**src/common/sdb_pkg.sv**
```systemverilog
/*
  Package for the serial diagnostic byte map: bit positions of the call,
  response and diagnostic bytes, timing constants and the status enum.
  Assumes a single 40 MHz system clock.
*/
package sdb_pkg;
  localparam int CLK_HZ = 40000000;
  // Bit positions of the call byte.
  localparam int CALL_MAGNET = 0;
  localparam int CALL_RESET = 7;
  // Bit positions of the response byte.
  localparam int RSP_OUT_ACTIVE = 0;
  localparam int RSP_CLOSED_POSSIBLE = 1;
  localparam int RSP_LOCKED = 2;
  localparam int RSP_INPUTS = 4;
  localparam int RSP_ACT_VALID = 5;
  localparam int RSP_WARNING = 6;
  localparam int RSP_ERROR = 7;
  // Bit positions shared by the diagnostic warning and error bytes.
  localparam int DG_OUT_A = 0;
  localparam int DG_OUT_B = 1;
  localparam int DG_CROSS = 2;
  localparam int DG_TEMP = 3;
  localparam int DG_ACTUATOR = 4;
  localparam int DG_INTERNAL = 5;
  localparam int DG_COMM = 6;
  localparam int DG_HANDLE = 7;
  // Reset value of every byte.
  localparam logic [7:0] BYTE_RESET = 8'h00;
  // Warning escalation time and the one-second tick that measures it.
  localparam int WARN_ESCALATE_MIN = 30;
  localparam int WARN_ESCALATE_S = WARN_ESCALATE_MIN * 60;
  localparam int TICK_S = 1;
  localparam int TICK_CYCLES = CLK_HZ * TICK_S;
  typedef enum logic [1:0] {
    SDB_OK = 2'b00,
    SDB_WARN = 2'b01,
    SDB_FAULT = 2'b10
  } sdb_health_t;
endpackage : sdb_pkg

```
**src/common/sdb_tick_if.sv**
```systemverilog
/*
  Interface carrying the slow timing enable between the byte map and its
  tick divider. Assumes both ends share clk_sys.
*/
`timescale 1ns/1ps
interface sdb_tick_if;
  logic tick;
  logic hold;
  modport src (output tick, input hold);
  modport dst (input tick, output hold);
endinterface : sdb_tick_if

```
**src/rtl/sdb_byte_map.sv**
```systemverilog
/*
  Status and command byte map of a door interlock's serial diagnostic link.
  The link framing lives elsewhere: it hands over a call byte with a strobe and
  reads the response and diagnostic bytes as levels. All inputs other than rst_n come from
  pins or another domain and are synchronised here.
*/
// Overview of operation
// RULE_01: Every flag is active high.
// RULE_02: Call bit 0 energises the locking magnet.
// RULE_03: Response bit 1: guard closed, operation possible.
// RULE_04: Response bit 2: actuator detected and locked.
// RULE_05: Response bit 4: both upstream safety inputs.
// RULE_06: Turret pulled out: unlocking reported impossible.
// RULE_07: Locking only possible with turret at rest.
// RULE_08: Warning lasting thirty minutes escalates to fault.
// RULE_09: Controller reads diagnostic bytes on warning.
// RULE_10: Warning bit 6 flags gateway communication error.
// RULE_11: Error bit 4 flags actuator fault.
// RULE_12: Bit 7 of both bytes: handle position.
// RULE_13: Error clears on cause gone and reset edge. The code also clears it when the cause is gone and the guard is open.
// RULE_14: Link failure keeps switching condition unchanged.
// RULE_15: Response bits 0,5,6,7: output, actuator, warning, error.
// RULE_16: Diagnostic bits 0-3,5: outputs, short, temperature, internal.
`timescale 1ns/1ps
module sdb_byte_map #(
  parameter int TICK_CYCLES = sdb_pkg::TICK_CYCLES,
  parameter int WARN_LIMIT_S = sdb_pkg::WARN_ESCALATE_S
) (
  input wire logic clk_sys,
  input wire logic rst_n,
  input wire logic callValid,
  input wire logic [7:0] callRequestByte,
  input wire logic linkOk,
  input wire logic guardClosed,
  input wire logic actuatorValid,
  input wire logic boltLocked,
  input wire logic turretAtRest,
  input wire logic upstreamSafetyInA,
  input wire logic upstreamSafetyInB,
  input wire logic faultOutA,
  input wire logic faultOutB,
  input wire logic faultCross,
  input wire logic faultTemp,
  input wire logic faultActuator,
  input wire logic faultInternal,
  input wire logic handleMisplaced,
  output logic magnetOn,
  output logic safetyOutA,
  output logic safetyOutB,
  output logic [7:0] responseStatusByte,
  output logic [7:0] diagWarningByte,
  output logic [7:0] diagErrorByte
);
  import sdb_pkg::*;

  localparam int NIN = 16;

  // Two-stage synchronisers; stage one is read only by stage two.
  logic [NIN-1:0] syncA_reg;
  logic [NIN-1:0] syncB_reg;
  logic [7:0] callSyncA_reg;
  logic [7:0] callSyncB_reg;
  always_ff @(posedge clk_sys) begin
    if (!rst_n) begin
      syncA_reg <= '0;
      syncB_reg <= '0;
      callSyncA_reg <= BYTE_RESET;
      callSyncB_reg <= BYTE_RESET;
    end else begin
      syncA_reg <= {callValid, linkOk, guardClosed, actuatorValid, boltLocked, turretAtRest,
                    upstreamSafetyInA, upstreamSafetyInB, faultOutA, faultOutB, faultCross,
                    faultTemp, faultActuator, faultInternal, handleMisplaced, 1'b0};
      syncB_reg <= syncA_reg;
      callSyncA_reg <= callRequestByte;
      callSyncB_reg <= callSyncA_reg;
    end
  end

  logic sCallValid, sLinkOk, sClosed, sActValid, sLocked, sRest, sInA, sInB;
  logic sOutA, sOutB, sCross, sTemp, sActFault, sInternal, sHandle;
  assign {sCallValid, sLinkOk, sClosed, sActValid, sLocked, sRest, sInA, sInB,
          sOutA, sOutB, sCross, sTemp, sActFault, sInternal, sHandle} = syncB_reg[NIN-1:1];

  // Call byte is taken on the strobe's rising edge; the data is stable by then.
  logic callValidDly_reg;
  logic [7:0] callReg_reg;
  always_ff @(posedge clk_sys) begin
    if (!rst_n) begin
      callValidDly_reg <= 1'b0;
    end else begin
      callValidDly_reg <= sCallValid;
    end
  end
  wire callTake = sCallValid && !callValidDly_reg && sLinkOk;

  // A dropped link freezes the last call byte, so nothing switches. [RULE_14]
  always_ff @(posedge clk_sys) begin
    if (!rst_n) begin
      callReg_reg <= BYTE_RESET;
    end else if (callTake) begin
      callReg_reg <= callSyncB_reg;
    end
  end

  // The magnet is driven from the call bit whatever the lock principle. [RULE_02]
  assign magnetOn = callReg_reg[CALL_MAGNET];

  // Reset request is the falling edge of call bit 7.
  wire resetEdge = callTake && callReg_reg[CALL_RESET] && !callSyncB_reg[CALL_RESET];

  // Slow tick for the escalation timer.
  sdb_tick_if tickIf ();
  sdb_tick_div #(
    .TICK_CYCLES(TICK_CYCLES)
  ) uTick (
    .clk_sys(clk_sys),
    .rst_n(rst_n),
    .tickIf(tickIf)
  );

  wire [4:0] warnCause = {sTemp, sCross, sOutB, sOutA, 1'b0} >> 1;
  wire anyWarnCause = |warnCause[3:0];
  wire hardCause = sActFault || sInternal || sHandle;

  sdb_health_t health_reg;
  logic [15:0] warnSec_reg;
  logic [7:0] errLatch_reg;
  assign tickIf.hold = !anyWarnCause || (health_reg == SDB_FAULT);

  // Seconds the warning has stood; a vanished cause clears it at once.
  always_ff @(posedge clk_sys) begin
    if (!rst_n || !anyWarnCause) begin
      warnSec_reg <= 16'h0;
    end else if (tickIf.tick && warnSec_reg != 16'(WARN_LIMIT_S)) begin
      warnSec_reg <= warnSec_reg + 16'h1;
    end
  end
  wire warnExpired = anyWarnCause && (warnSec_reg == 16'(WARN_LIMIT_S)); // [RULE_08]

  // Latched error causes; a new cause wins over a clear in the same cycle.
  wire [7:0] errSet = {sHandle, 1'b0, sInternal, sActFault,
                       sTemp & warnExpired, sCross & warnExpired,
                       sOutB & warnExpired, sOutA & warnExpired};
  wire clearReq = resetEdge || !sClosed; // [RULE_13]
  wire causeGone = !hardCause && !anyWarnCause;
  always_ff @(posedge clk_sys) begin
    if (!rst_n) begin
      errLatch_reg <= BYTE_RESET;
    end else if (clearReq && causeGone) begin
      errLatch_reg <= errSet; // [RULE_13]
    end else begin
      errLatch_reg <= errLatch_reg | errSet; // [RULE_08] [RULE_11] [RULE_12]
    end
  end

  always_ff @(posedge clk_sys) begin
    if (!rst_n) begin
      health_reg <= SDB_OK;
    end else if (|errLatch_reg || |errSet) begin
      health_reg <= SDB_FAULT;
    end else if (anyWarnCause) begin
      health_reg <= SDB_WARN;
    end else begin
      health_reg <= SDB_OK;
    end
  end

  // Safety outputs need both inputs, a locked valid actuator and no fault.
  wire inputsOk = sInA && sInB; // [RULE_05]
  wire lockedOk = sActValid && sLocked; // [RULE_04]
  wire enable = inputsOk && lockedOk && sClosed && (health_reg != SDB_FAULT) && !(|errSet);
  // Unlocking is impossible while the turret is pulled out; locking needs it at rest.
  wire possible = sClosed && sRest; // [RULE_03] [RULE_06] [RULE_07]

  always_ff @(posedge clk_sys) begin
    if (!rst_n) begin
      safetyOutA <= 1'b0;
      safetyOutB <= 1'b0;
      responseStatusByte <= BYTE_RESET;
      diagWarningByte <= BYTE_RESET;
      diagErrorByte <= BYTE_RESET;
    end else begin
      safetyOutA <= enable;
      safetyOutB <= enable;
      // All flags are set while the condition holds. [RULE_01]
      responseStatusByte[RSP_OUT_ACTIVE] <= enable; // [RULE_15]
      responseStatusByte[RSP_CLOSED_POSSIBLE] <= possible; // [RULE_03]
      responseStatusByte[RSP_LOCKED] <= lockedOk; // [RULE_04]
      responseStatusByte[3] <= 1'b0;
      responseStatusByte[RSP_INPUTS] <= inputsOk; // [RULE_05]
      responseStatusByte[RSP_ACT_VALID] <= sActValid; // [RULE_15]
      responseStatusByte[RSP_WARNING] <= anyWarnCause || !sLinkOk; // [RULE_15]
      responseStatusByte[RSP_ERROR] <= (|errLatch_reg) || (|errSet); // [RULE_15]
      diagWarningByte[DG_OUT_A] <= sOutA; // [RULE_16]
      diagWarningByte[DG_OUT_B] <= sOutB; // [RULE_16]
      diagWarningByte[DG_CROSS] <= sCross; // [RULE_16]
      diagWarningByte[DG_TEMP] <= sTemp; // [RULE_16]
      diagWarningByte[DG_ACTUATOR] <= 1'b0;
      diagWarningByte[DG_INTERNAL] <= sInternal; // [RULE_16]
      diagWarningByte[DG_COMM] <= !sLinkOk; // [RULE_10]
      diagWarningByte[DG_HANDLE] <= sHandle; // [RULE_12]
      diagErrorByte <= errLatch_reg | errSet; // [RULE_11] [RULE_12] [RULE_16]
    end
  end

  magnet_follows_a: assert property (@(posedge clk_sys) disable iff (!rst_n)
    callTake |=> magnetOn == $past(callSyncB_reg[CALL_MAGNET])) // [RULE_02]
    else $error("Magnet does not follow call bit 0.");
  link_hold_a: assert property (@(posedge clk_sys) disable iff (!rst_n)
    !sLinkOk |=> $stable(magnetOn)) // [RULE_14]
    else $error("Magnet changed while the link was down.");
  possible_bit_a: assert property (@(posedge clk_sys) disable iff (!rst_n)
    !(sClosed && sRest) |=> !responseStatusByte[RSP_CLOSED_POSSIBLE]) // [RULE_07]
    else $error("Possible flag set with turret out or guard open.");
  inputs_bit_a: assert property (@(posedge clk_sys) disable iff (!rst_n)
    ##1 responseStatusByte[RSP_INPUTS] == $past(sInA && sInB)) // [RULE_05]
    else $error("Input flag disagrees with the safety inputs.");
  locked_bit_a: assert property (@(posedge clk_sys) disable iff (!rst_n)
    responseStatusByte[RSP_LOCKED] |-> $past(sActValid && sLocked)) // [RULE_04]
    else $error("Locked flag set without a locked actuator.");
  escalate_fault_a: assert property (@(posedge clk_sys) disable iff (!rst_n)
    warnExpired |-> ##2 (!safetyOutA && responseStatusByte[RSP_ERROR])) // [RULE_08]
    else $error("Expired warning did not switch the outputs off.");
  comm_bit_a: assert property (@(posedge clk_sys) disable iff (!rst_n)
    !sLinkOk |=> diagWarningByte[DG_COMM]) // [RULE_10]
    else $error("Communication error not flagged.");
  actuator_err_a: assert property (@(posedge clk_sys) disable iff (!rst_n)
    sActFault |=> diagErrorByte[DG_ACTUATOR] && !safetyOutA) // [RULE_11]
    else $error("Actuator fault not flagged.");
  handle_both_a: assert property (@(posedge clk_sys) disable iff (!rst_n)
    sHandle |=> diagWarningByte[DG_HANDLE] && diagErrorByte[DG_HANDLE]) // [RULE_12]
    else $error("Handle flag missing from a diagnostic byte.");
  error_holds_a: assert property (@(posedge clk_sys) disable iff (!rst_n)
    (|errLatch_reg && !clearReq) |=> |errLatch_reg) // [RULE_13]
    else $error("Latched error cleared without a reset condition.");
  out_mirror_a: assert property (@(posedge clk_sys) disable iff (!rst_n)
    responseStatusByte[RSP_OUT_ACTIVE] == safetyOutA) // [RULE_15]
    else $error("Output flag disagrees with safety output.");
  // A strobe seen while the link is down must leave the held call byte alone.
  call_refused_a: assert property (@(posedge clk_sys) disable iff (!rst_n) // [RULE_14]
    (sCallValid && !callValidDly_reg && !sLinkOk) |=> $stable(callReg_reg))
    else $error("Call byte taken while the link was down.");
  magnet_hold_a: assert property (@(posedge clk_sys) disable iff (!rst_n) // [RULE_02]
    !callTake |=> $stable(magnetOn))
    else $error("Magnet changed without a taken call.");
  reset_clears_a: assert property (@(posedge clk_sys) disable iff (!rst_n) // [RULE_13]
    (resetEdge && causeGone) |=> (errLatch_reg == BYTE_RESET))
    else $error("Reset edge did not clear the latched errors.");
  guard_clears_a: assert property (@(posedge clk_sys) disable iff (!rst_n) // [RULE_13]
    (!sClosed && causeGone) |=> (errLatch_reg == BYTE_RESET))
    else $error("Open guard did not clear the latched errors.");
  warn_live_a: assert property (@(posedge clk_sys) disable iff (!rst_n) // [RULE_16]
    ##1 diagWarningByte[3:0] == $past({sTemp, sCross, sOutB, sOutA}))
    else $error("Warning bits disagree with the warning causes.");
  internal_both_a: assert property (@(posedge clk_sys) disable iff (!rst_n) // [RULE_16]
    sInternal |=> diagWarningByte[DG_INTERNAL] && diagErrorByte[DG_INTERNAL])
    else $error("Internal error missing from a diagnostic byte.");
  err_spare_a: assert property (@(posedge clk_sys) disable iff (!rst_n) // [RULE_16]
    !diagErrorByte[DG_COMM])
    else $error("Unused error bit set.");
  warn_spare_a: assert property (@(posedge clk_sys) disable iff (!rst_n) // [RULE_11]
    !diagWarningByte[DG_ACTUATOR])
    else $error("Actuator fault shown as a warning.");
  rsp_spare_a: assert property (@(posedge clk_sys) disable iff (!rst_n) // [RULE_01]
    !responseStatusByte[3])
    else $error("Unused response bit set.");
  act_valid_a: assert property (@(posedge clk_sys) disable iff (!rst_n) // [RULE_15]
    ##1 responseStatusByte[RSP_ACT_VALID] == $past(sActValid))
    else $error("Actuator flag disagrees with the actuator input.");
  warn_flag_a: assert property (@(posedge clk_sys) disable iff (!rst_n) // [RULE_15]
    anyWarnCause |=> responseStatusByte[RSP_WARNING])
    else $error("Warning cause not flagged in the response byte.");
  error_flag_a: assert property (@(posedge clk_sys) disable iff (!rst_n) // [RULE_15]
    (|errLatch_reg) |=> responseStatusByte[RSP_ERROR])
    else $error("Latched error not flagged in the response byte.");
  fault_blocks_a: assert property (@(posedge clk_sys) disable iff (!rst_n) // [RULE_08]
    responseStatusByte[RSP_ERROR] |-> !safetyOutA && !safetyOutB)
    else $error("Safety output active with an error flagged.");
  outputs_equal_a: assert property (@(posedge clk_sys) disable iff (!rst_n) // [RULE_15]
    safetyOutA == safetyOutB)
    else $error("Safety outputs disagree.");
  outputs_need_a: assert property (@(posedge clk_sys) disable iff (!rst_n) // [RULE_05]
    safetyOutA |-> $past(sInA && sInB && sClosed && sActValid && sLocked))
    else $error("Safety output active without its conditions.");
  turret_out_a: assert property (@(posedge clk_sys) disable iff (!rst_n) // [RULE_06]
    !sRest |=> !responseStatusByte[RSP_CLOSED_POSSIBLE])
    else $error("Operation reported possible with turret pulled out.");
  guard_open_a: assert property (@(posedge clk_sys) disable iff (!rst_n) // [RULE_03]
    !sClosed |=> !responseStatusByte[RSP_CLOSED_POSSIBLE])
    else $error("Operation reported possible with guard open.");
  possible_set_a: assert property (@(posedge clk_sys) disable iff (!rst_n) // [RULE_07]
    (sClosed && sRest) |=> responseStatusByte[RSP_CLOSED_POSSIBLE])
    else $error("Operation not reported possible with turret at rest.");
  locked_set_a: assert property (@(posedge clk_sys) disable iff (!rst_n) // [RULE_04]
    (sActValid && sLocked) |=> responseStatusByte[RSP_LOCKED])
    else $error("Locked actuator not flagged.");
  // The timer only runs while a warning stands and no fault has been declared.
  tick_gated_a: assert property (@(posedge clk_sys) disable iff (!rst_n) // [RULE_08]
    tickIf.tick |-> anyWarnCause && (health_reg != SDB_FAULT))
    else $error("Escalation tick without a standing warning.");
  no_early_fault_a: assert property (@(posedge clk_sys) disable iff (!rst_n) // [RULE_08]
    (!anyWarnCause && !hardCause && errLatch_reg == BYTE_RESET) |=> !responseStatusByte[RSP_ERROR])
    else $error("Error flagged without any cause.");
  timer_reset_a: assert property (@(posedge clk_sys) disable iff (!rst_n) // [RULE_08]
    !anyWarnCause |=> warnSec_reg == 16'h0)
    else $error("Escalation timer kept running after the warning went.");
  timer_step_a: assert property (@(posedge clk_sys) disable iff (!rst_n) // [RULE_08]
    (tickIf.tick && warnSec_reg != 16'(WARN_LIMIT_S)) |=> warnSec_reg == $past(warnSec_reg) + 16'h1)
    else $error("Escalation timer missed a tick.");
  comm_clear_a: assert property (@(posedge clk_sys) disable iff (!rst_n) // [RULE_10]
    sLinkOk |=> !diagWarningByte[DG_COMM])
    else $error("Communication error flagged with the link up.");
endmodule : sdb_byte_map

```
**src/rtl/sdb_tick_div.sv**
```systemverilog
/*
  Divider producing a one-cycle enable every TICK_CYCLES clocks.
  Assumes clk_sys at 40 MHz; the count is shortened in simulation by parameter.
*/
`timescale 1ns/1ps
module sdb_tick_div #(
  parameter int TICK_CYCLES = sdb_pkg::TICK_CYCLES
) (
  input wire logic clk_sys,
  input wire logic rst_n,
  sdb_tick_if.src tickIf
);
  import sdb_pkg::*;
  logic [31:0] cnt_reg;
  always_ff @(posedge clk_sys) begin
    if (!rst_n || tickIf.hold) begin
      cnt_reg <= 32'h0;
    end else if (cnt_reg == 32'(TICK_CYCLES - 1)) begin
      cnt_reg <= 32'h0;
    end else begin
      cnt_reg <= cnt_reg + 32'h1;
    end
  end
  assign tickIf.tick = rst_n && !tickIf.hold && (cnt_reg == 32'(TICK_CYCLES - 1));
endmodule : sdb_tick_div

```
**config.mk**
```make
export PLATFORM = sky130hd
export DESIGN_NAME = sdb_byte_map
export DESIGN_NICKNAME = d
export VERILOG_FILES = /design/src/common/sdb_pkg.sv /design/src/common/sdb_tick_if.sv /design/src/rtl/sdb_byte_map.sv /design/src/rtl/sdb_tick_div.sv
export SDC_FILE = /design/constraint.sdc
export NUM_CORES = 1
export LEC_CHECK = 0
export BUFFER_PORTS_ARGS = -buffer_cell sky130_fd_sc_hd__buf_2
export CAP_MARGIN = 20
export CORE_AREA = 2 2 101 103
export DETAILED_ROUTE_END_ITERATION = 10
export DIE_AREA = 0 0 103 105
export PLACE_DENSITY = 0.74
export SYNTH_ARGS = -nofsm -noshare
export SYNTH_HDL_FRONTEND = slang
export SYNTH_SLANG_ARGS = --single-unit
```
**constraint.sdc**
```tcl
create_clock -name clk_sys -period 3.72 [get_ports clk_sys]
set_input_delay 0.744 -clock clk_sys [delete_from_list [all_inputs] [get_ports clk_sys]]
set_output_delay 0.744 -clock clk_sys [all_outputs]
set_load 0.01 [all_outputs]
```
After elaboration in Yosys (flattened, before gate mapping)
Cells that the tools add are included.
Operators by class
  add/subtract/negate cells: 2
  equality and inequality tests: 5
  multiplexer cells: 3
  bitwise operators: 6
  reduce and logical (&&, ||, !) cells: 40
Operators with widths (number)
  $add A32 B1 Y32 const B: 1
  $eq A32 B26 Y1 const B: 1
  $logic_and A1 B1 Y1: 17
  $add A16 B1 Y16 const B: 1
  $eq A16 B11 Y1 const B: 1
  $ne A16 B11 Y1 const B: 1
  $logic_not A1 Y1: 9
  $logic_or A1 B1 Y1: 8
  $mux W8: 1
  $or A8 B8 Y8: 1
  $reduce_or A8 Y1: 1
  $reduce_or A7 Y1: 1
  $reduce_or A2 Y1: 3
  $and A1 B1 Y1: 4
  $reduce_or A4 Y1: 1
  $eq A2 B2 Y1 const B: 1
  $mux W2: 1
  $ne A2 B2 Y1 const B: 1
  $mux W1: 1
  $not A1 Y1: 1
Storage, ports and cells
  register bits after elaboration: 140
  input bits: 25
  output and inout bits: 27
  logic and storage cells: 75

Logic depth before layout (Yosys ltp)
Gate-level depths: netlist of run 1.
  word-level depth: 8
  depth in mapped cells: 8

By module
From an unflattened synthesis of run 1, not the netlist that was laid out.
Second synthesis, totals
  cells, all modules: 452
  area, all modules: 4377.9 um2
By module, submodules not included
  sdb_byte_map: times used 1, cells each 264, area each 2747.6 um2, seq. area each 1641.6 um2
  sdb_tick_div: times used 1, cells each 188, area each 1630.3 um2, seq. area each 640.6 um2

Worst setup path after synthesis of run 1
No wires, ideal clock.
  kind: register to register
  start: register uTick.cnt_reg[0]
  end: register warnSec_reg[15]
  library setup time: 0.071 ns
  arrival time: 2.534 ns
  required time: 3.649 ns
  setup slack: 1.116 ns
  cell stages (with the launch flop): 9
  buffers on the path: 2
  clock period less this slack: 2.604 ns
  cell sequence: dfxtp_1 > ha_1 > nand4_1 > or4_1 > buf_2 > or4_1 > buf_2 > or3_1 > a21oi_1
On the way
  longest elaborated chain between the ends: 3
RTL lines
  start, declared: line sdb_tick_div.sv:14  | logic [31:0] cnt_reg;
  start signal, assigned: line sdb_tick_div.sv:21  | cnt_reg <= cnt_reg + 32'h1;
  $eq A32 B26 Y1: line sdb_tick_div.sv:24  | assign tickIf.tick = rst_n && !tickIf.hold && (cnt_reg == 32'(TICK_CYCLES - 1));
  $logic_and A1 B1 Y1: line sdb_tick_div.sv:24
  $logic_and A1 B1 Y1: line sdb_byte_map.sv:134  | end else if (tickIf.tick && warnSec_reg != 16'(WARN_LIMIT_S)) begin
  end signal, assigned: line sdb_byte_map.sv:135  | warnSec_reg <= warnSec_reg + 16'h1;
  end, declared: line sdb_byte_map.sv:126  | logic [15:0] warnSec_reg;
Every way passes these cells.
A chain may end at the register's enable or synchronous reset.

Worst setup path after layout of run 1
  start: register uTick.cnt_reg[0]
  end: register warnSec_reg[4]
Same word-level chain as after synthesis.

==> results.yml, run 1 <==
status:
  outcome: "complete, no violations"
clocking:
  clkLatencyLatePin_ps: 490
  cts_max_level: 4
  ctsResizeCount: 0
  cts.path.max_buffers: 2
  ctsHoldBuffers: 0
  clk_pin_slew_ps: 60
  cts_tree: "done"
  cts_sinks: 114
  cts_buffers: 17
  cts_root_buf: "clkbuf_8"
  cts_setup_buffers: 0
timing:
  worst_pin_slew_ps: 1006
  setup_ws_ps: 834.1
  hold_ws_ps: 432.2
  fin_crit_ps: 2886
  finClkSkew_ps: 8.699
  fin_setup_tns_ps: 0
  slew_headroom_pct: 32.38
  fmax_mhz: 346.5
  rsz0062_at_grt: "no"
  setup_viol: 0
  finalHoldViolations: 0
  fin_crit_sh_pct: 77.58
  maxSlewViolCount: 0
routing:
  wl_per_cell_um: 12.72
  drt-vias-per-instance: 5.047
  postRouteAntennaNets: 0
  routed_wirelength_um: 8038
  drtIter0Drc: 94
  drc: 0
  via_count: 3190
  dr.pass1.iters: 5
final_layout:
  fin_util_pct: 53.28
  syn_to_final_growth_pct: 20.66
  final_cells: 632
  largest_reg_flops: 32
  final_cell_area_sq_um: 5136
  fin_nets: 514
  drive_above_1_share_pct: 17.84
  num_antenna_cells: 0
setup_path:
  cp.required_ps: 4100
  r2r_end: "warnSec_reg[4]"
  critPathLaunch: "uTick.cnt_reg[0]"
  worst-path-max-fanout: 10
  cp_data_arrival_time_ps: 3270
  critical_path_class: "register to register"
  startpoint_type: "register"
  worst_setup_path_end_kind: "register"
  rr_startpoint: "uTick.cnt_reg[0]"
  crit_end: "warnSec_reg[4]"
  reg2reg_depth: 7
  rrSetupSlack_ps: 830
floorplanning:
  start_util_pct: 44.16
  die_x_um: 103
  die-area_sq_um: 10820
  io_pins: 52
  core_sq_um: 9639
  die_y_um: 105
  num_rows: 36
power_and_ir_drop:
  total_power_mw: 2.892
  powerDensity_nw_per_um2: 563.0
  intPower_mw: 2.263
  pwr-share-comb_pct: 2.8
  p_sw_share_pct: 21.73
  power_switching_mw: 0.6285
  sequentialPowerShare_pct: 43.6
  clkPwrFrac_pct: 53.7
  p_leak_nw: 1.964
  peakVddDrop_mv: 0.3349
synthesis:
  synthesis.area_sq_um: 4257
  yosysTopAreaCell: "dfxtp_1"
  synth_seq_cells: 114
  ys_types: 39
  synthArstFlopShare_pct: 0
  synthTopCellsByCount: "dfxtp_1 (114), nor2_1 (48), and2_1 (43), nand2_1 (23), xnor2_1 (20)"
  synth_top_cell_area_share_pct: 53.62
  yosysMostFrequentCell: "dfxtp_1"
  syn_area_per_cell_sq_um: 9.587
  ys_seq_area_share_pct: 53.62
  yosys-top-cells-area: "dfxtp_1 (54%), and2_1 (6.3%), nor2_1 (4.2%)"
  ys.warnings.count: 0
  synth-main-ff-cell: "dfxtp_1"
  synth_edf_count: 0
  syn_inst: 444
hold_path:
  hold_path.class: "register to register"
global_routing:
  grt_pass1_wl_um: 13790
  grt-ovfl-total: 0
  grt_max_degree: 58
  antenna_found_initial: 0
  track_usage_pct: 15.92
  grt_pass1_vias: 3105
placement:
  io_buffers: 42
  dp_slack_ps: 837.8
  post_dp_cell_area_sq_um: 4552
  numPlacedInstances: 600
  dp_hpwl_um: 5250
  globalplace.congestion: 0.8177
run:
  drv_cap: 0
-- how the worst min path moves through the flow --
stage	start	to	slack [ps]	cells after the start
after floorplan	syncB_reg[14]	diagWarningByte[6]	400	1
after global placement	syncA_reg[2]	syncB_reg[2]	410	1
after detailed placement	syncA_reg[12]	syncB_reg[12]	420	1
after CTS	linkOk	syncA_reg[14]	430	2
after global routing	callValid	syncA_reg[15]	420	2
final	syncA_reg[12]	syncB_reg[12]	430	1
-- cell type report --
class	count	area (sq um)
multi-input combinational	300	1841
clock inverter	13	152.6
clock buffer	19	431.7
inverter	8	30.03
fill	865	4503
tap	133	166.4
sequential	114	2282
timing repair buffer	45	232.7
-- cell families (layout without fill, tap and decap cells) --
kind of cell / after synthesis / in the layout / synth area share [%]
AND/OR/NAND/NOR: 222 / 222 / 29.25
flip-flops: 114 / 114 / 53.62
AO/OA/AOI/OAI: 38 / 38 / 5.644
buffers and inverters: 32 / 85 / 3.410
XOR/XNOR: 30 / 30 / 6.173
multiplexers: 4 / 4 / 0.9407
adder cells (fa/ha/maj): 3 / 3 / 0.8819
other: 1 / 3 / 0.08810
-- cells in the final DEF, fill, tap and decap left out, types with 5 or more instances in the layout --
master / n
a21oi_1: 16
and2_1: 43
and3_1: 5
and4_1: 6
buf_2: 42
clkbuf_16: 16
clkinv_4: 5
dfxtp_1: 114
inv_1: 8
nand2_1: 23
nand3_1: 16
nand4_1: 14
nor2_1: 48
nor2b_1: 14
nor3_1: 8
nor4_1: 14
nor4b_1: 5
o21ai_0: 7
or3_1: 7
xnor2_1: 20
xor2_1: 10
-- layer usage --
metal  share of wire, %  global-route usage [%]  up-vias
met4               0.60                   5.921        0
met1                 44                   19.19     1511
li1                   -                       -     1607
met3                4.1                   5.284        4
met5                  0                       0        -
met2                 51                   26.07       68
-- power groups by stage --
stage / combinational (mW) / sequential, mW / clock [mW]
floorplan: 0.0542 / 1.29 / 0
global placement: 0.0778 / 1.28 / 0
detailed placement: 0.0808 / 1.29 / 0
CTS: 0.0817 / 1.26 / 1.58
global route: 0.0914 / 1.26 / 1.64
finish: 0.0803 / 1.26 / 1.55
-- worst max-delay path, stage by stage, from the launching register on --
cell and delay (ps):
dfxtp_1 370, ha_1 220, nand4_1 100, buf_4 170
or4_1 630, nor4_2 860, a31oi_1 190, a41o_1 230
Note: power is estimated with default switching activity, not from simulation.
==> inputs of run 2 (changes only) <==
- ABC_AREA: unset -> 1
- CORE_AREA: 2 2 101 103 -> 2 2 110 112
- DIE_AREA: 0 0 103 105 -> 0 0 112 114
- clock period: 3.72 -> 3 ns (I/O delays scaled with it)
==> run 2 against run 1 <==
  * Sequential cell count unchanged
  * Hold slack got worse by 71 ps
  * Via count increased by 41%
  * Global-route usage increased by 2.0 points
  * Largest cell class unchanged
  * Synthesized area increased by 21%
==> results.yml, run 2 <==
routing:
  drt-vias-per-instance: 4.685
  routed_wirelength_um: 10510
  dr.pass1.iters: 5
  routed.top_layer: "met4"
  dr_wl_met3_um: 457
  drt-met1-wl_um: 5084
  drtIter0Drc: 188
  dr_wl_met2_um: 4697
  via_count: 4512
  postRouteAntennaNets: 0
  drc: 0
  wl_per_cell_um: 10.91
setup_path:
  rr_startpoint: "uTick.cnt_reg[0]"
  critPathBufInv: 0
  rrSetupSlack_ps: 980
  path_cells: "ha_1 > nand2_2 > nor2_4 > nand2_4 > nor2_4 > nand4_1 > nand2_1 > a21oi_1"
  path_delay_family: "simple AND/OR/NAND/NOR gates"
  slowest_delay_ps: 500
  cp_data_arrival_time_ps: 2310
  crit_top_cell: "nor2_4"
  worst-path-max-fanout: 12
  critPathLaunch: "uTick.cnt_reg[0]"
  critical_path_class: "register to register"
  slowest_stage: "nand4_1"
  worst_setup_path_end_kind: "register"
  startpoint_type: "register"
  cp.required_ps: 3290
synthesis:
  yosysTopAreaCell: "dfxtp_1"
  ys.warnings.count: 0
  synth_edf_count: 0
  synth_seq_cells: 114
  ys_types: 32
  syn_inst: 758
  yosys-top-cells-area: "dfxtp_1 (44%), nand2_1 (15%), nor2_1 (9.2%)"
  synth_top_cell_area_share_pct: 44.43
  synthArstFlopShare_pct: 0
  yosysMostFrequentCell: "nand2_1"
  synthesis.area_sq_um: 5136
  synthTopCellsByCount: "nand2_1 (210), nor2_1 (126), inv_1 (120), dfxtp_1 (114), nand3_1 (33)"
  syn_area_per_cell_sq_um: 6.776
  synth-main-ff-cell: "dfxtp_1"
  ys_seq_area_share_pct: 44.43
clocking:
  cts_max_level: 4
  cts_tree: "done"
  cts_root_buf: "clkbuf_16"
  cts_sinks: 114
  clkLatencyLatePin_ps: 410
  cts_buffers: 17
  clk_pin_slew_ps: 60
  ctsResizeCount: 0
  ctsHoldBuffers: 0
  cts_setup_buffers: 0
  cts.path.max_buffers: 2
hold_path:
  min-delay-start: "faultActuator"
  hold_path.class: "primary input to register"
timing:
  finClkSkew_ps: 6.884
  fin_crit_ps: 2020
  slew_headroom_pct: 44.53
  finalHoldViolations: 0
  maxSlewViolCount: 0
  rsz0062_at_grt: "no"
  worst_pin_slew_ps: 824.4
  setup_viol: 0
  fin_crit_sh_pct: 67.33
  setup_ws_ps: 980.2
  fmax_mhz: 495.1
  fin_setup_tns_ps: 0
  hold_ws_ps: 361.4
floorplanning:
  die-area_sq_um: 12770
  die_y_um: 114
  die_x_um: 112
  io_pins: 52
  start_util_pct: 43.86
  num_rows: 40
  core_sq_um: 11710
final_layout:
  fin_util_pct: 51.20
  final_cell_mix: "nand2_1 (210), nor2_1 (126), inv_1 (120)"
  final_cells: 963
  final_common_cell: "nand2_1"
  num_antenna_cells: 0
  drive_above_1_share_pct: 11.76
  final_cell_area_sq_um: 5996
  fillCellCount: 1173
  largest_reg_flops: 32
  fin_nets: 831
  syn_to_final_growth_pct: 16.74
placement:
  globalplace.congestion: 0.9197
  dp_slack_ps: 833.3
  io_buffers: 42
  numPlacedInstances: 931
  dp_hpwl_um: 7510
  post_dp_cell_area_sq_um: 5435
power_and_ir_drop:
  total_power_mw: 3.556
  peakVddDrop_mv: 0.4122
  p_leak_nw: 2.678
  powerDensity_nw_per_um2: 593.1
status:
  outcome: "complete, no violations"
global_routing:
  grt_max_degree: 48
  grt_pass1_wl_um: 18440
  grt-ovfl-total: 0
  antenna_found_initial: 0
  track_usage_pct: 17.91
  grt_pass1_vias: 4112
run:
  drv_cap: 0
run 2: changes by cell type in the layout (fill, tap and decap cells not counted), sizes merged, moves of 17 or more:
cell	delta
and2	-43
inv	+122
nand2	+191
nand3	+18
nor2	+86
nor3	+17
xnor2	-17
run 2: path summary, 6_finish.rpt:
path	endpoint	cells after the start
worst max-delay path	warnSec_reg[4]	8
worst min-delay path	syncA_reg[3]	3
worst max register to register	warnSec_reg[4]	8
worst min register to register	syncB_reg[8]	2
run 2: power breakdown:
part	switching, mW	internal [mW]	leakage [nW]	total, mW
clock network	0.798	1.09	0.274	1.89
logic	0.0701	0.0334	1.48	0.103
registers	0.0133	1.55	0.928	1.56
total	0.882	2.67	2.68	3.56
run 2: metal layers:
layer  vias up  track usage [%]
met4         0            8.455
met5         -                0
met3        25            3.932
li1       2403                -
met1      1977            23.64
met2       107            28.12
run 2: layout make-up:
type                       count  area, sq um  area share [%]
inverter                     123        461.7           7.700
multi-input combinational    503         2282           38.06
sequential                   114         2282           38.06
timing repair buffer          44        225.2           3.756
tap                          147        183.9           3.068
clock buffer                  17        425.4           7.095
clock inverter                15        135.1           2.254
run 2: worst reg2reg max path: cells and delay by family (launching register included):
family | cells | cell delay (ps)
AO/OA/AOI/OAI | 1 | 80
adder cells (fa/ha/maj) | 1 | 220
flip-flops | 1 | 360
AND/OR/NAND/NOR | 6 | 1260
run 2: cell families (layout without fill, tap and decap cells):
family / Yosys count / count (layout) / share of synthesized area, %
xor+xnor: 17 / 17 / 2.899
buf+inv: 143 / 199 / 11.28
other cells: 1 / 3 / 0.07301
simple gates: 441 / 441 / 36.74
compound gates: 39 / 39 / 3.849
fa+ha+maj: 3 / 3 / 0.7309
flops: 114 / 114 / 44.43
==> inputs of run 3 (changes only) <==
- clock period: 3 -> 2 ns (I/O delays scaled with it)
==> run 3 against run 2 <==
  * Total power rose by 53%
  * Utilization increased by 0.75 points
  * Setup slack worse by 700 ps
  * Critical path depth up 2
  * Sequential share of layout area is 0.55 points lower
  * Register-to-register slack worse by 700 ps
  * Final area rose by 1.5%
  * Clock skew barely moved
  * Sequential power rose by 50%
  * Critical path type unchanged
  * Largest cell class unchanged
==> results.yml, run 3 (synthesized netlist as in run 2, its figures left out) <==
final_layout:
  drive_above_1_share_pct: 12.52
  syn_to_final_growth_pct: 18.44
  fin_util_pct: 51.94
  fin_nets: 838
  final_common_cell: "nand2_1"
  num_antenna_cells: 0
  largest_reg_flops: 32
  final_cell_mix: "nand2_1 (210), nor2_1 (126), inv_1 (120)"
placement:
  dp_hpwl_um: 7395
  io_buffers: 42
  dp_slack_ps: 287.8
  globalplace.congestion: 0.9105
routing:
  routed.top_layer: "met4"
  dr.pass1.iters: 5
  routed_wirelength_um: 10380
  via_count: 4512
  dr_wl_met3_um: 470
  drtIter0Drc: 245
  postRouteAntennaNets: 0
  drt-vias-per-instance: 4.652
  drt-met1-wl_um: 4920
  wl_per_cell_um: 10.71
  dr_wl_met2_um: 4811
  drc: 0
clocking:
  cts_sinks: 114
  cts_root_buf: "clkbuf_16"
  cts_tree: "done"
  clk_pin_slew_ps: 60
  cts.path.max_buffers: 2
  cts_setup_buffers: 0
  cts_max_level: 4
  clkLatencyLatePin_ps: 410
  cts_buffers: 17
  ctsHoldBuffers: 0
  ctsResizeCount: 0
floorplanning:
  die-area_sq_um: 12770
  core_sq_um: 11710
  start_util_pct: 43.86
  io_pins: 52
  die_y_um: 114
  die_x_um: 112
  num_rows: 40
setup_path:
  path_delay_family: "simple AND/OR/NAND/NOR gates"
  startpoint_type: "register"
  cp.required_ps: 2310
  cp_data_arrival_time_ps: 2020
  slowest_stage: "dfxtp_1"
  worst-path-max-fanout: 23
  worst_setup_path_end_kind: "register"
  path_cells: "ha_1 > nand2_2 > nor2_4 > nand2_4 > nor2_1 > nand2_1 > nand2_2 > buf_12 > a21oi_1 > o21a_1"
  critical_path_class: "register to register"
  crit_top_cell: "nand2_2"
  critPathBufInv: 1
  slowest_delay_ps: 360
status:
  outcome: "complete, no violations"
global_routing:
  grt-ovfl-total: 0
  grt_pass1_wl_um: 18490
  track_usage_pct: 17.80
  grt_pass1_vias: 4214
  antenna_found_initial: 0
  grt_max_degree: 47
timing:
  fmax_mhz: 581.9
  finalHoldViolations: 0
  maxSlewViolCount: 0
  setup_viol: 0
  rsz0062_at_grt: "no"
  fin_setup_tns_ps: 0
  fin_crit_sh_pct: 85.93
  setup_ws_ps: 281.4
  finClkSkew_ps: 6.850
  fin_crit_ps: 1719
power_and_ir_drop:
  total_power_mw: 5.435
  p_leak_nw: 2.730
  peakVddDrop_mv: 0.6032
  powerDensity_nw_per_um2: 893.4
hold_path:
  hold_path.class: "primary input to register"
run:
  drv_cap: 0
==> run 3: cell types whose count changed in the layout (fill, tap and decap cells not counted), sizes merged <==
cell	before	now
bufinv	0	1
clkinvlp	2	1
clkbuf	17	18
clkinv	3	6
buf	44	51
inv	133	129
==> run 3: area by class of cell <==
class,instances,area [sq um]
multi-input cells,503,2282
inverters,123,461.7
flip-flops and latches,114,2282
clock inverters,14,143.9
repair buffers,51,290.3
clock buffers,18,439.2
fillers,1164,5628
well taps,147,183.9
==> run 3: per-stage QoR <==
stage                     hold slack, ps  cells  cell area, sq um
after floorplan                    390.5    760              5144
after global placement             392.5    938              5500
after detailed placement           396.1    938              5500
after CTS                          153.2    970              6083
after global routing               160.6    970              6083
final                              163.1    970              6083
==> run 3: worst paths after layout <==
check,from,endpoint,slack (ps),depth (start not counted)
worst max-delay path,uTick.cnt_reg[0],uTick.cnt_reg[17],280,10
worst min-delay path,linkOk,syncA_reg[14],160,3
worst min register to register,syncA_reg[15],syncB_reg[15],410,2
worst max register to register,uTick.cnt_reg[0],uTick.cnt_reg[17],280,10
==> run 3: report_power, final <==
group	total [mW]	internal, mW	leakage, nW	switching [mW]
clock	2.92	1.78	0.286	1.14
sequential	2.34	2.32	0.928	0.0189
combinational	0.169	0.0612	1.52	0.108
==> run 3: per-layer routing <==
metal | track usage (%) | vias to the layer above
met4 | 6.992 | 0
li1 | - | 2421
met1 | 22.54 | 1974
met5 | 0 | -
met3 | 4.623 | 17
met2 | 29.29 | 100
==> run 3: tightest hold or removal path, delay by kind of cell <==
| kind | cells | cell delay, ps |
|---|---|---|
| buffers and inverters | 2 | 110 |
| AND/OR/NAND/NOR | 1 | 40 |
